### src/verilog/stepper_drive_map.svh
// Offsets, field positions, reset values and timing counts of the stepper translator.
// Assumes a single 100 MHz pclk; included by bare name.
//
// What this block does
// Each step rising edge advances position one increment and updates both DACs and polarities.
// Three select pins decode to full, half, quarter, eighth or sixteenth increment.
// Select pins are sampled only at a step rising edge.
// Rotation-sense low steps clockwise, high steps counterclockwise.
// Rotation-sense is sampled only at a step rising edge.
// Power-on or reset loads Home into both DACs and selects mixed decay.
// Reset low holds Home, switches every FET off and ignores step edges.
// Falling DAC level selects mixed decay; rising or equal selects slow decay.
// Mixed decay runs fast decay for 31.25% of off-time, then slow decay.
// Drive diagonal pair until comparator trips, then turn off per decay mode.
// Off-time is 30 us with pin high, else resistor divided by 825 us.
// Comparator outputs are masked for about 1 us after each output switch.
// Output-disable high turns all FETs off; translator keeps running regardless.
// Over-temperature or pump undervoltage turns FETs off; lockout also forces Home.
// A sink-gate regulator fault turns every FET off.
// Sleep low disables FETs, regulator and pump; wake-up returns to Home.
// Controller waits at least 1 ms after wake-up before stepping.
// Controller holds step high and low for at least 1 us each.
// Decay uses synchronous rectification, dropped as load current nears zero.
// Each phase DAC scales the trip threshold to the tabulated percentage.
// Home is the 45 degree step, both phases at 70.71 percent.
// Translator is a 64-entry sixteenth-step index wrapping modulo 64.
`ifndef STEPPER_DRIVE_MAP_SVH
`define STEPPER_DRIVE_MAP_SVH

`define CLK_MHZ 100
`define T_OFF_DEFAULT_US 30
`define T_BLANK_US 1
`define OFF_CYCLES_DEFAULT (`T_OFF_DEFAULT_US * `CLK_MHZ)
`define BLANK_CYCLES (`T_BLANK_US * `CLK_MHZ)
`define OFF_TIME_RESISTOR_PIN_OHMS_PER_US 825
`define OHMS_PER_KOHM 1000
`define FAST_NUM 5
`define FAST_SHIFT 4
`define HOME_INDEX 6'h08

`define REG_STATUS 12'h000
`define REG_OFFTIME 12'h004
`define REG_DAC 12'h008
`define REG_OFFCYC 12'h00c

`define RESISTOR_KOHM_RESET 8'h19

`define ST_POS_LSB 0
`define ST_MIXED_LSB 8
`define ST_OVERTEMP_BIT 16
`define ST_PUMP_UV_BIT 17
`define ST_REG_FAULT_BIT 18
`define ST_UNDERVOLTAGE_LOCKOUT_BIT 19
`define ST_OUTS_OFF_BIT 20
`define DAC_POL_LSB 16

`endif

### src/verilog/stepper_drive_pkg.sv
// Types shared by the stepper translator and chopper.
// Assumes nothing beyond a SystemVerilog compiler.
package stepper_drive_pkg;
   typedef struct packed {
      logic src_a;
      logic snk_a;
      logic src_b;
      logic snk_b;
   } fet_gates_s;

   typedef enum logic {CHOP_DRIVE, CHOP_OFF} chop_state_e;

   typedef logic [5:0] step_index_t;
   typedef logic [7:0] dac_level_t;
endpackage
### src/verilog/stepper_drive.sv
// Step/direction translator with fixed off-time PWM chopper for two bridges, APB status/config.
// Assumes pins and comparator flags are synchronous to pclk and each lasts several cycles.
`timescale 1ns/1ps
`include "stepper_drive_map.svh"

module stepper_drive (
   // Clock and reset
   input wire logic pclk,
   input wire logic presetn,
   // APB slave
   input wire logic [11:0] paddr,
   input wire logic psel,
   input wire logic penable,
   input wire logic pwrite,
   input wire logic [31:0] pwdata,
   output logic [31:0] prdata,
   output logic pready,
   output logic pslverr,
   // Host control pins
   input wire logic step,
   input wire logic rotation_sense,
   input wire logic microstep_select_a,
   input wire logic microstep_select_b,
   input wire logic microstep_select_c,
   input wire logic outputs_disable,
   input wire logic translator_reset_n,
   input wire logic sleep_n,
   // Analog front-end flags
   input wire logic [1:0] sense_trip,
   input wire logic [1:0] load_current_zero,
   input wire logic off_time_resistor_pin_high,
   input wire logic over_temp,
   input wire logic charge_pump_rail_undervolt,
   input wire logic sink_gate_regulator_fault,
   input wire logic undervoltage_lockout,
   // Bridge drive
   output stepper_drive_pkg::fet_gates_s [1:0] fet_gate,
   output stepper_drive_pkg::dac_level_t [1:0] phase_dac_level,
   output logic [1:0] phase_positive,
   output logic [1:0] decay_mixed,
   output logic charge_pump_enable,
   output logic current_regulator_enable
);

   // Quarter-wave magnitude, full scale 255, sixteenth-step spacing
   function automatic stepper_drive_pkg::dac_level_t sine_mag(input logic [4:0] r);
      stepper_drive_pkg::dac_level_t m;
      m = 8'h00;
      unique case (r)
         5'h00: m = 8'h00;
         5'h01: m = 8'h19;
         5'h02: m = 8'h32;
         5'h03: m = 8'h4a;
         5'h04: m = 8'h62;
         5'h05: m = 8'h78;
         5'h06: m = 8'h8e;
         5'h07: m = 8'ha2;
         5'h08: m = 8'hb4;
         5'h09: m = 8'hc5;
         5'h0a: m = 8'hd4;
         5'h0b: m = 8'he1;
         5'h0c: m = 8'hec;
         5'h0d: m = 8'hf4;
         5'h0e: m = 8'hfa;
         5'h0f: m = 8'hfe;
         5'h10: m = 8'hff;
         default: m = 8'hff;
      endcase
      return m;
   endfunction

   function automatic stepper_drive_pkg::dac_level_t sin_level(
      input stepper_drive_pkg::step_index_t idx);
      logic [4:0] r;
      r = {1'b0, idx[3:0]};
      if (idx[4]) begin
         r = 5'h10 - r;
      end
      return sine_mag(r);
   endfunction

   // Polarity: high when the sine at this index is positive or zero-crossing upward
   function automatic logic sin_positive(input stepper_drive_pkg::step_index_t idx);
      return ~idx[5];
   endfunction

   // Phase 1 follows the cosine, phase 2 the sine
   function automatic stepper_drive_pkg::step_index_t phase_index(
      input stepper_drive_pkg::step_index_t idx, input int unsigned ph);
      return (ph == 0) ? stepper_drive_pkg::step_index_t'(idx + 6'h10) : idx;
   endfunction

   // Input edge and output gating
   logic step_q;
   logic step_rise;
   logic hold_home;
   logic outs_off;

   assign step_rise = step & ~step_q;
   assign hold_home = ~translator_reset_n | ~sleep_n | undervoltage_lockout;
   assign outs_off = hold_home | outputs_disable | over_temp | charge_pump_rail_undervolt
                     | sink_gate_regulator_fault;

   always_ff @(posedge pclk or negedge presetn) begin
      if (!presetn) begin
         step_q <= 1'b0;
      end else begin
         step_q <= step;
      end
   end

   // Translator
   stepper_drive_pkg::step_index_t pos_q;
   stepper_drive_pkg::step_index_t pos_d;
   stepper_drive_pkg::step_index_t incr;
   stepper_drive_pkg::dac_level_t [1:0] dac_q;
   stepper_drive_pkg::dac_level_t [1:0] dac_d;
   stepper_drive_pkg::dac_level_t [1:0] home_dac;
   logic [1:0] pos_pol_q;
   logic [1:0] pol_d;
   logic [1:0] home_pol;
   logic [1:0] mixed_q;
   logic [1:0] mixed_d;

   always_comb begin
      unique case ({microstep_select_a, microstep_select_b, microstep_select_c})
         3'b000: incr = 6'h10;
         3'b100: incr = 6'h08;
         3'b010: incr = 6'h04;
         3'b110: incr = 6'h02;
         3'b111: incr = 6'h01;
         default: incr = 6'h01;
      endcase
      // Wraps modulo 64 by width
      if (rotation_sense) begin
         pos_d = pos_q + incr;
      end else begin
         pos_d = pos_q - incr;
      end
      for (int i = 0; i < 2; i++) begin
         dac_d[i] = sin_level(phase_index(pos_d, i));
         pol_d[i] = sin_positive(phase_index(pos_d, i));
         mixed_d[i] = dac_d[i] < dac_q[i];
         home_dac[i] = sin_level(phase_index(`HOME_INDEX, i));
         home_pol[i] = sin_positive(phase_index(`HOME_INDEX, i));
      end
   end

   always_ff @(posedge pclk or negedge presetn) begin
      if (!presetn) begin
         pos_q <= `HOME_INDEX;
         dac_q <= {8'hb4, 8'hb4};
         pos_pol_q <= 2'b11;
         mixed_q <= 2'b11;
      end else if (hold_home) begin
         // Step edges ignored while held; wake-up restarts from Home
         pos_q <= `HOME_INDEX;
         dac_q <= home_dac;
         pos_pol_q <= home_pol;
         mixed_q <= 2'b11;
      end else if (step_rise) begin
         // Runs whatever the output gating short of a hold, so a disabled bridge still tracks steps
         pos_q <= pos_d;
         dac_q <= dac_d;
         pos_pol_q <= pol_d;
         mixed_q <= mixed_d;
      end
   end

   // Off-time configuration
   logic [7:0] resistor_kohm_q;
   logic [15:0] off_cycles_q;
   logic [15:0] slow_start_q;
   logic [31:0] off_time_resistor_pin_cycles;
   logic [19:0] fast_prod;

   assign off_time_resistor_pin_cycles = ({24'h0, resistor_kohm_q} * 32'(`OHMS_PER_KOHM) * 32'(`CLK_MHZ))
                        / 32'(`OFF_TIME_RESISTOR_PIN_OHMS_PER_US);
   assign fast_prod = {4'h0, off_cycles_q} * 20'(`FAST_NUM);

   always_ff @(posedge pclk or negedge presetn) begin
      if (!presetn) begin
         off_cycles_q <= 16'(`OFF_CYCLES_DEFAULT);
         slow_start_q <= 16'h0000;
      end else begin
         if (off_time_resistor_pin_high || resistor_kohm_q == 8'h00) begin
            off_cycles_q <= 16'(`OFF_CYCLES_DEFAULT);
         end else begin
            off_cycles_q <= off_time_resistor_pin_cycles[15:0];
         end
         // Remaining count below which mixed decay turns slow
         slow_start_q <= off_cycles_q - fast_prod[`FAST_SHIFT +: 16];
      end
   end

   // Chopper, one per bridge
   stepper_drive_pkg::chop_state_e [1:0] chop_q;
   logic [1:0][15:0] off_cnt_q;
   logic [1:0][7:0] blank_cnt_q;
   logic [1:0] zero_seen_q;
   stepper_drive_pkg::fet_gates_s [1:0] gate_q;

   for (genvar b = 0; b < 2; b++) begin : g_bridge
      always_ff @(posedge pclk or negedge presetn) begin
         if (!presetn) begin
            chop_q[b] <= stepper_drive_pkg::CHOP_DRIVE;
            off_cnt_q[b] <= 16'h0000;
            blank_cnt_q[b] <= 8'(`BLANK_CYCLES);
            zero_seen_q[b] <= 1'b0;
         end else if (outs_off) begin
            chop_q[b] <= stepper_drive_pkg::CHOP_DRIVE;
            off_cnt_q[b] <= 16'h0000;
            blank_cnt_q[b] <= 8'(`BLANK_CYCLES);
            zero_seen_q[b] <= 1'b0;
         end else begin
            unique case (chop_q[b])
               stepper_drive_pkg::CHOP_DRIVE: begin
                  if (blank_cnt_q[b] != 8'h00) begin
                     blank_cnt_q[b] <= blank_cnt_q[b] - 8'h01;
                  end else if (sense_trip[b]) begin
                     chop_q[b] <= stepper_drive_pkg::CHOP_OFF;
                     off_cnt_q[b] <= off_cycles_q;
                     zero_seen_q[b] <= 1'b0;
                  end
               end
               stepper_drive_pkg::CHOP_OFF: begin
                  if (load_current_zero[b]) begin
                     zero_seen_q[b] <= 1'b1;
                  end
                  if (off_cnt_q[b] <= 16'h0001) begin
                     chop_q[b] <= stepper_drive_pkg::CHOP_DRIVE;
                     blank_cnt_q[b] <= 8'(`BLANK_CYCLES);
                  end else begin
                     off_cnt_q[b] <= off_cnt_q[b] - 16'h0001;
                  end
               end
            endcase
         end
      end

      always_ff @(posedge pclk or negedge presetn) begin
         if (!presetn) begin
            gate_q[b] <= '0;
         end else if (outs_off) begin
            gate_q[b] <= '0;
         end else if (chop_q[b] == stepper_drive_pkg::CHOP_DRIVE) begin
            // Diagonal pair sets the current direction
            gate_q[b] <= pos_pol_q[b] ? 4'b1001 : 4'b0110;
         end else if (zero_seen_q[b] || load_current_zero[b]) begin
            gate_q[b] <= '0;
         end else if (mixed_q[b] && off_cnt_q[b] > slow_start_q) begin
            // Fast decay: opposite diagonal conducts back to the supply
            gate_q[b] <= pos_pol_q[b] ? 4'b0110 : 4'b1001;
         end else begin
            // Slow decay: both sinks recirculate, sources off
            gate_q[b] <= 4'b0101;
         end
      end
   end

   // Drive and supply outputs
   always_ff @(posedge pclk or negedge presetn) begin
      if (!presetn) begin
         phase_dac_level <= {8'hb4, 8'hb4};
         phase_positive <= 2'b11;
         decay_mixed <= 2'b11;
         charge_pump_enable <= 1'b0;
         current_regulator_enable <= 1'b0;
      end else begin
         phase_dac_level <= dac_q;
         phase_positive <= pos_pol_q;
         decay_mixed <= mixed_q;
         charge_pump_enable <= sleep_n;
         current_regulator_enable <= sleep_n & ~undervoltage_lockout;
      end
   end

   assign fet_gate = gate_q;

   // APB slave: one wait state, error on unmapped address or read-only write
   logic access;
   logic mapped;
   logic writable;
   logic [31:0] rd_word;

   assign access = psel & penable & ~pready;

   always_comb begin
      mapped = 1'b1;
      writable = 1'b0;
      rd_word = 32'h0000_0000;
      unique case (paddr)
         `REG_STATUS: begin
            rd_word[`ST_POS_LSB +: 6] = pos_q;
            rd_word[`ST_MIXED_LSB +: 2] = mixed_q;
            rd_word[`ST_OVERTEMP_BIT] = over_temp;
            rd_word[`ST_PUMP_UV_BIT] = charge_pump_rail_undervolt;
            rd_word[`ST_REG_FAULT_BIT] = sink_gate_regulator_fault;
            rd_word[`ST_UNDERVOLTAGE_LOCKOUT_BIT] = undervoltage_lockout;
            rd_word[`ST_OUTS_OFF_BIT] = outs_off;
         end
         `REG_OFFTIME: begin
            writable = 1'b1;
            rd_word[7:0] = resistor_kohm_q;
         end
         `REG_DAC: begin
            rd_word[15:0] = {dac_q[1], dac_q[0]};
            rd_word[`DAC_POL_LSB +: 2] = pos_pol_q;
         end
         `REG_OFFCYC: begin
            rd_word[15:0] = off_cycles_q;
         end
         default: mapped = 1'b0;
      endcase
   end

   always_ff @(posedge pclk or negedge presetn) begin
      if (!presetn) begin
         pready <= 1'b0;
         pslverr <= 1'b0;
         prdata <= 32'h0000_0000;
      end else begin
         pready <= access;
         pslverr <= access & (~mapped | (pwrite & ~writable));
         if (access && !pwrite) begin
            prdata <= rd_word;
         end else if (access) begin
            prdata <= 32'h0000_0000;
         end
      end
   end

   always_ff @(posedge pclk or negedge presetn) begin
      if (!presetn) begin
         resistor_kohm_q <= `RESISTOR_KOHM_RESET;
      end else if (access && pwrite && writable) begin
         resistor_kohm_q <= pwdata[7:0];
      end
   end

endmodule

### config.mk
export PLATFORM = sky130hd
export DESIGN_NAME = stepper_drive
export DESIGN_NICKNAME = d
export VERILOG_FILES = /design/src/verilog/stepper_drive_pkg.sv /design/src/verilog/stepper_drive.sv
export VERILOG_INCLUDE_DIRS = /design/src /design/src/verilog
export SDC_FILE = /design/constraint.sdc
export NUM_CORES = 1
export LEC_CHECK = 0
export ABC_AREA = 1
export BUFFER_PORTS_ARGS = -buffer_cell sky130_fd_sc_hd__buf_2
export CAP_MARGIN = 20
export CELL_PAD_IN_SITES_DETAIL_PLACEMENT = 1
export CELL_PAD_IN_SITES_GLOBAL_PLACEMENT = 1
export CORE_MARGIN = 4
export CORE_UTILIZATION = 46
export DETAILED_ROUTE_END_ITERATION = 10
export MAX_ROUTING_LAYER = met4
export PLACE_DENSITY_LB_ADDON = 0.1
export REMOVE_ABC_BUFFERS = 1
export SLEW_MARGIN = 0
export SYNTH_ARGS = -nofsm -noshare
export SYNTH_HDL_FRONTEND = slang
export SYNTH_SLANG_ARGS = --single-unit
### constraint.sdc
create_clock -name pclk -period 19.8 [get_ports pclk]
set_clock_uncertainty 0.1 [all_clocks]
set_input_delay 3.96 -clock pclk [delete_from_list [all_inputs] [get_ports pclk]]
set_output_delay 3.96 -clock pclk [all_outputs]
set_load 0.03 [all_outputs]
# Word level (Yosys, flattened, before mapping)
# Memories as Yosys holds them, arrays and structs flattened.
# Cells that the tools add are included.
[classes]
reduce_logical = 23
mux = 73
bitwise_logic = 24
n_mul = 3
div = 1
addsub = 10
order_cmp = 6
eq_ne = 18
[ops]
columns = ["cell", "n"]
rows = [
  ["$mux 16", 11],
  ["$mux 32", 2],
  ["$pmux 16 s2", 2],
  ["$mux 4", 12],
  ["$mux 8", 6],
  ["$div 25x10->32 const B", 1],
  ["$gt 16x16->1", 2],
  ["$le 16x1->1 const B", 2],
  ["$pmux 8 s2", 2],
  ["$sub 16x1->16 const B", 2],
  ["$ne 3x3->1 const B", 10],
  ["$eq 12x4->1 const B", 2],
  ["$pmux 6 s4", 1],
  ["$mul 15x5->20 const B", 1],
  ["$pmux 5 s4", 1],
  ["$mul 16x3->19 const B", 1],
  ["$mux 1", 18],
  ["$mux 6", 3],
  ["$lt 8x8->1", 2],
  ["$reduce_bool 8->1", 2],
  ["$sub 16x15->16", 1],
  ["$sub 8x1->8 const B", 2],
  ["$mul 8x7->15 const B", 1],
  ["$eq 12x3->1 const B", 1],
  ["other kinds (27)", 70],
]
[word_totals]
mem_count = 3
elab_cells = 195
output_inout_bits = 64
mem_bits_ro = 768
regBits = 183
in_bits = 66
[mem_list]
columns = ["name", "depth", "width", "read_ports", "rd_ports_with_merged_regs", "write_ports", "line_no", "source"]
rows = [
  ["(name not given)", 32, 8, 1, 0, 0, "stepper_drive.sv:49", "unique case (r)"],
  ["(name not given)", 32, 8, 1, 0, 0, "stepper_drive.sv:49", ""],
  ["(name not given)", 32, 8, 1, 0, 0, "stepper_drive.sv:49", ""],
]

# Longest topological paths before layout
# Gate-level depths: netlist of the first run.
# An unclocked memory read counts as a cell.
[logic_depth]
word_depth = 11
ltp_mapped = 149
depth_no_buf = 145

# Least setup slack after synthesis of the first run
# No wires, ideal clock.
[synth_path]
path_kind = "register -> register"
start = "register resistor_kohm_q[1]"
end = "register off_cycles_q[0]"
t_arrival_ns = 17.116
period_less_slack_ns = 17.332
required_ns = 19.584
setup_time_ns = 0.116
path_buffers = 6
slack_ns = 2.468
stages_incl_launch_ff = 128
cell_sequence = "dfrtp_1 -> inv_1 -> fa_1 -> fa_1 -> fa_1 -> fa_1 -> inv_1 -> ha_1 -> nand2_1 -> o21ai_0 -> a31oi_1 -> xnor2_1 -> ha_1 -> ha_1 -> inv_1 -> fa_1 -> inv_1 -> ha_1 -> (+92 left out) -> nand2_4 -> nand2_4 -> inv_2 -> ha_1 -> nand4_2 -> nand2_1 -> nand3_2 -> nand2_2 -> nand2_4 -> nand2_2 -> buf_6 -> nand3b_1 -> nand2_1 -> nand2_1 -> nor2_1 -> nand3_1 -> nand2_1 -> inv_1"
[synth_via]
elab_chain_cells = 4
elab_cells_between_ends = 6
classes_between = "2 x mul; 1 x div; 1 x mux; 2 x reduce/logical"
[synth_lines]
columns = ["element", "line_no", "source"]
rows = [
  ["from (decl)", "stepper_drive.sv:171", "logic [7:0] resistor_kohm_q;"],
  ["from (signal assigned)", "stepper_drive.sv:335", "resistor_kohm_q <= `RESISTOR_KOHM_RESET;"],
  ["from (signal assigned)", "stepper_drive.sv:337", "resistor_kohm_q <= pwdata[7:0];"],
  ["$mul 8x7->15", "stepper_drive.sv:177", "assign off_time_resistor_pin_cycles = ({24'h0, resistor_kohm_q} * 32'(`OHMS_PER_KOHM) * 32'(`CLK_MHZ))"],
  ["$mul 15x5->20", "stepper_drive.sv:177", ""],
  ["$div 25x10->32", "stepper_drive.sv:177", ""],
  ["$mux 16 (*)", "stepper_drive.sv:186", "if (off_time_resistor_pin_high || resistor_kohm_q == 8'h00) begin"],
  ["to (signal assigned)", "stepper_drive.sv:183", "off_cycles_q <= 16'(`OFF_CYCLES_DEFAULT);"],
  ["to (signal assigned)", "stepper_drive.sv:187", "off_cycles_q <= 16'(`OFF_CYCLES_DEFAULT);"],
  ["to (signal assigned)", "stepper_drive.sv:189", "off_cycles_q <= off_time_resistor_pin_cycles[15:0];"],
  ["to (decl)", "stepper_drive.sv:172", "logic [15:0] off_cycles_q;"],
]
# Every way passes the cells marked *; elsewhere a longest branch is shown, timed or not.
# A chain may end at the register's enable or synchronous reset.

# Worst setup path in the final report of the first run
[layout_path]
start = "register resistor_kohm_q[3]"
end = "register off_cycles_q[0]"
# Same word-level chain as after synthesis.

==> flow_metrics.py, run 1 <==
metrics = {
    "pwr": {
        "comb_power_share": 0.620,
        "p_leak_uw": 0.0138,
        "p_seq_frac": 0.194,
        "p_int_uw": 1030,
        "sw_frac_of_total": 0.446,
        "p_per_area_nw_per_um2": 74.3,
        "p_clk_frac": 0.186,
        "ir_worst_vdd_v": 0.0000781,
        "switchingPower_uw": 829,
    },
    "finish": {
        "final_layout_size_suffix_gt1_frac": 0.236,
        "multiInputGateArea_um2": 14700,
        "seqCellArea_um2": 4360,
        "area_growth_syn_to_layout_pct": 21.8,
        "fin_util": 0.566,
        "diodes": 0,
        "finalNonFillerCells": 4034,
        "fin_area_um2": 25000,
        "fin_nets": 3738,
        "fill_cells": 5928,
    },
    "global_route": {
        "grt_pass1_wl_um": 112000,
        "grt_max_degree": 64,
        "grt_pass1_vias": 22700,
        "antenna_found_initial": 0,
        "grtUsageTotal": 0.290,
        "grt_overflow_total": 0,
    },
    "job": {
        "drv_cap": 0,
    },
    "cts": {
        "clk_pin_slew_worst_paths_ns": 0.07,
        "clockBufferDepth": 2,
        "cts-root-buf": "clkbuf_16",
        "clock_latency_ns": 0.46,
        "cts_tree": "built",
        "cts-htree-levels": 4,
        "hold_buffers": 0,
        "cts_made_buffers": 17,
        "cts_sinks": 172,
    },
    "die": {
        "die_h_um": 219,
        "fp.dieArea_um2": 48100,
        "initial_core_util": 0.464,
        "rows": 77,
        "core_area_um2": 44200,
        "io_pins": 130,
        "dieWidth_um": 219,
    },
    "routing": {
        "finalWirelength_um": 70600,
        "wl_per_cell_um": 17.5,
        "drc": 0,
        "ant_nets": 0,
        "drt_pass1_iterations": 5,
        "drtIter0Drc": 1030,
        "vias": 22000,
        "vias_per_cell": 5.45,
    },
    "worst_setup_path": {
        "start_kind": "register",
        "max_stage_delay_ns": 0.61,
        "required_ns": 20.05,
        "critical_path_arrival_ns": 19.06,
        "cp_max_fo": 11,
        "slowest_stage": "dfstp_2",
        "cp-end-kind": "register",
        "crit_type": "reg -> reg",
        "crit_top_cell": "nand2_1",
    },
    "place": {
        "portBuffers": 94,
        "placed_area_um2": 23400,
        "place_congestion": 0.913,
        "dp_cells": 3947,
        "pre_cts_slack_ns": -0.167,
        "dpl.hpwl_um": 56200,
    },
    "sta": {
        "worst_slew_pin_slew_ns": 0.956,
        "finalCritPeriodShare": 0.950,
        "setup_tns_ns": 0,
        "hold_viol_final": 0,
        "layout_min_cycle_time_ns": 18.80,
        "maxSlewViolCount": 0,
        "setup_violations": 0,
        "setup_ws_ns": 0.999,
        "max_freq_mhz": 53.2,
        "max_slew_margin": 0.357,
    },
    "yosys": {
        "ys.flop_type": "dfrtp_1",
        "yosysTopAreaCell": "dfrtp_1",
        "synth_area_leaders": "dfrtp_1, nand2_1, ha_1",
        "ys_warn_count": 0,
        "synth_commonest_cells": "nand2_1, inv_1, nand3_1, nor2_1, ha_1",
        "synthArstFlopShare": 1.00,
        "synth-edff-count": 0,
        "synth_top_area_share": 0.160,
        "yosysUniqueCellTypes": 68,
        "synth_area_per_cell_um2": 6.74,
        "synth_cells": 3047,
        "ys_ff_latch": 172,
        "ys_seq_area_frac": 0.212,
        "yosysMostFrequentCell": "nand2_1",
        "synth_area_um2": 20500,
    },
    "run_status": {
        "status": "completed",
    },
    "min_path": {
        "hold_path_class": "reg -> reg",
    },
}
cell families after synthesis:
group	share of synthesized area
compound gates	0.127
xor+xnor	0.0375
fa+ha+maj	0.160
buf+inv	0.106
flops	0.212
mux	0.00439
other cells	0.000183
simple gates	0.352
critical path, delay by kind of cell, from the launching register on:
| kind | cells | cell delay (ns) |
|---|---|---|
| buf+inv | 24 | 2.66 |
| fa+ha+maj | 12 | 4.67 |
| flops | 1 | 0.61 |
| compound gates | 9 | 1.62 |
| simple gates | 85 | 8.85 |
| xor+xnor | 1 | 0.15 |
repair_timing:
action                     in CTS  in global routing
cloned                          0                  5
buffers inserted                0                 49
pin swaps                       0                 75
setup endpoints to repair       1                  3
gates resized for setup         3                156
path summary, 6_finish.rpt:
kind / from / endpoint / slack (ns) / depth (start not counted)
worst max-delay path: resistor_kohm_q[3] / off_cycles_q[0] / 1.0 / 131
worst min-delay path: dac_q[12] / phase_dac_level[12] / 0.27 / 0
worst max register to register: resistor_kohm_q[3] / off_cycles_q[0] / 1.0 / 131
worst min register to register: dac_q[12] / phase_dac_level[12] / 0.27 / 0
max in group asynchronous: presetn / resistor_kohm_q[1] / 15.02 / 2
min in group asynchronous: presetn / dac_q[11] / 3.34 / 1
per-stage QoR:
step           power (µW)  hold slack (ns)
3_5_place_dp         1500            0.258
6_report             1860            0.269
2_1_floorplan        1030            0.254
5_1_grt              2020            0.269
4_1_cts              1840            0.269
3_3_place_gp         1440            0.258
routing by layer:
metal,part of all wire,routed length (µm),up-vias,global-route usage
met2,0.50,35300,395,0.504
met1,0.44,30800,10800,0.354
li1,-,-,10700,-
met3,0.030,2100,140,0.0244
met4,0.034,2420,0,0.102
met5,0,0,-,-
registers in the layout (all words and copies together) (netlist names):
signal                    count
pslverr                       1
pos_q                         6
chop_q                        2
mixed_q                       2
phase_dac_level              16
slow_start_q                 16
pready                        1
resistor_kohm_q               8
current_regulator_enable      1
phase_positive                2
zero_seen_q                   2
step_q                        1
pos_pol_q                     2
prdata                       21
decay_mixed                   2
dac_q                        16
off_cnt_q                    32
off_cycles_q                 16
blank_cnt_q                  16
fet_gate                      8
charge_pump_enable            1
power by group through the flow:
stage	registers [µW]	clock network, µW	logic [µW]
2_1_floorplan	369	0	664
3_3_place_gp	367	0	1080
3_5_place_dp	367	0	1130
4_1_cts	361	349	1130
5_1_grt	361	363	1290
6_report	361	345	1150
placed cells by master, fill, tap and decap left out, drive strengths merged, types with 3 or more instances in the layout:
cell type  instances
a211oi             3
a21oi            160
a221oi             5
a22o              11
a22oi              4
a31oi              4
a32o               3
a32oi              6
and2               6
buf              386
clkbuf            19
clkinv            24
conb              11
dfrtp            131
dfstp             41
fa                34
ha               209
inv              492
mux2               8
nand2            881
nand3            275
nand3b            17
nand4             53
nor2             280
nor3              19
nor4              10
o2111ai            3
o211ai            15
o21ai            161
o21bai            13
o221ai             8
o22ai             26
o31ai              3
o32ai              5
or2               14
xnor2             29
xor2              59
layout make-up:
| cell class | instances | share of cell area |
|---|---|---|
| multi-input combinational | 2346 | 0.588 |
| clock buffer | 19 | 0.0181 |
| sequential | 172 | 0.174 |
| tap | 592 | 0.0296 |
| inverter | 506 | 0.0766 |
| timing repair buffer | 386 | 0.108 |
| clock inverter | 13 | 0.00525 |
No activity file was read; power rests on OpenSTA's default activity.
==> inputs of run 2 (changes only) <==
CORE_MARGIN = 1.5   (was 4)
PLACE_DENSITY = 0.91   (was not set)
PLACE_DENSITY_LB_ADDON = not set   (was 0.1)
==> run 2 against run 1 <==
Cell area is 2.7% lower. Register-to-register slack worse by 1.9 ns. Largest power group unchanged. Fmax is 9.3% lower. Sequential power hardly changed. Routed wire length is 38% higher. Setup slack worse by 1.9 ns. The run now ends with setup timing left. First-iteration DRC count grew to 2.5 times the previous value. Sequential cell count stayed put. Sequential share of layout area is 0.47 points higher. Count of clock-buffer cells in the layout is 2 higher. Via count is 13% higher.
==> flow_metrics.py, run 2 (synthesis results as in run 1) <==
metrics = {
    "run_status": {
        "status": "finished, violations left",
        "violations": "setup timing",
    },
    "pwr": {
        "p_int_uw": 987,
        "p_clk_frac": 0.176,
        "total_power_uw": 1970,
        "p_seq_frac": 0.184,
        "ir_worst_vdd_v": 0.0000859,
        "p_per_area_nw_per_um2": 81.0,
        "sw_frac_of_total": 0.499,
        "switchingPower_uw": 985,
        "comb_power_share": 0.641,
        "p_leak_uw": 0.0133,
    },
    "worst_setup_path": {
        "cp-startpoint": "resistor_kohm_q[3]",
        "cp-end-kind": "register",
        "required_ns": 20.08,
        "r2r_start": "resistor_kohm_q[3]",
        "crit_type": "reg -> reg",
        "critical_path_arrival_ns": 21.00,
        "slowest_stage": "dfstp_2",
        "max_stage_delay_ns": 0.66,
        "crit_top_cell": "nand2_1",
        "start_kind": "register",
        "cp_max_fo": 13,
    },
    "finish": {
        "fin_nets": 3628,
        "final_layout_size_suffix_gt1_frac": 0.219,
        "area_growth_syn_to_layout_pct": 18.6,
        "layout_common_cells": "nand2_1, inv_1, nand3_1, nor2_1, ha_1",
        "fin_area_um2": 24400,
        "fill_cells": 5777,
        "layout_commonest_cell": "nand2_1",
        "largest_register_ff_count": 32,
        "regMostFlops": "off_cnt_q",
        "finalNonFillerCells": 3933,
        "reg_top3": "off_cnt_q: 32 flops, prdata: 21 flops",
    },
    "global_route": {
        "grtUsageTotal": 0.331,
        "grt_overflow_total": 0,
        "grt_pass1_wl_um": 121000,
        "grt_pass1_vias": 23800,
        "grt_max_degree": 101,
        "antenna_found_initial": 7,
    },
    "cts": {
        "cts_tree": "built",
        "cts_made_buffers": 17,
        "cts-root-buf": "clkbuf_16",
        "clk_pin_slew_worst_paths_ns": 0.08,
        "cts-htree-levels": 4,
        "clockBufferDepth": 2,
        "cts_sinks": 172,
        "clock_latency_ns": 0.50,
    },
    "sta": {
        "hold_viol_final": 0,
        "max_freq_mhz": 48.3,
        "setup_ws_ns": -0.921,
        "layout_min_cycle_time_ns": 20.72,
        "finalCritPeriodShare": 1.05,
        "setup_violations": 2,
        "worst_slew_pin_slew_ns": 1.06,
        "maxSlewViolCount": 0,
        "timing.hold.ws_ns": 0.269,
        "max_slew_margin": 0.295,
    },
    "min_path": {
        "hold_path_class": "reg -> reg",
        "hp-start": "dac_q[15]",
    },
    "routing": {
        "drc": 0,
        "finalWirelength_um": 97700,
        "vias_per_cell": 6.30,
        "ant_nets": 0,
        "vias": 24800,
        "drt_pass1_iterations": 8,
        "wl_per_cell_um": 24.8,
        "drtIter0Drc": 2599,
    },
    "die": {
        "io_pins": 130,
        "fp.dieArea_um2": 45900,
        "rows": 77,
        "dieWidth_um": 214,
        "core_area_um2": 44100,
        "die_h_um": 214,
        "initial_core_util": 0.465,
    },
    "job": {
        "drv_cap": 0,
    },
    "place": {
        "place_congestion": 0.922,
        "placed_area_um2": 22300,
        "portBuffers": 94,
        "dp_cells": 3802,
        "dpl.hpwl_um": 56500,
        "pre_cts_slack_ns": -0.470,
    },
}
-- run 2: power by group through the flow --
stage	Clock [µW]	Combinational, µW	Sequential, µW
after floorplan	0	664	369
after global routing	352	1350	362
after detailed placement	0	1090	367
after global placement	0	1030	367
final	346	1260	362
after CTS	332	1110	361
-- run 2: final timing paths --
check	endpoint	slack, ns	cells past startpoint
worst max-delay path	off_cycles_q[0]	-0.92	128
worst min-delay path	phase_dac_level[15]	0.27	0
worst max register to register	off_cycles_q[0]	-0.92	128
worst min register to register	phase_dac_level[15]	0.27	0
max in group asynchronous	blank_cnt_q[3]	14.49	2
min in group asynchronous	step_q	3.47	1
-- run 2: per-stage QoR --
stage / setup TNS, ns / util
finish: -1.24 / 0.552
global route: -3.81 / 0.552
CTS: 0 / 0.518
detailed placement: -0.470 / 0.504
global placement: 0 / 0.504
floorplan: 0 / -
-- run 2: per-layer routing --
metal  vias to the layer above  global-route usage  part of all wire
met5                         -                   -                 0
met4                         0               0.187             0.097
met3                       799              0.0427             0.092
met2                      1664               0.589              0.47
met1                     11900               0.354              0.34
li1                      10400                   -                 -
-- run 2: cell type report --
type	count	area, µm²	area share
repair buffers	274	1860	0.0766
clock buffers	21	460	0.0189
clock inverters	11	85.1	0.00349
inverters	506	1920	0.0789
flip-flops and latches	172	4360	0.179
multi-input cells	2348	14900	0.612
diodes	9	22.5	0.000925
well taps	592	741	0.0304
-- run 2: worst max-delay path: cells and delay by family, from the launching register on --
kind	cells	cell delay (ns)
buf+inv	26	3.27
compound gates	9	1.36
fa+ha+maj	10	4.11
flops	1	0.66
simple gates	82	10.77
xor+xnor	1	0.27
-- run 2: repair_timing --
action                                  in CTS  in global routing
endpoints found under the setup margin       2                  3
hold buffers                                 0                  0
resized for setup                            6                197
buffers inserted                             4                 77
pin swaps                                    3                 78
cloned                                       0                  7
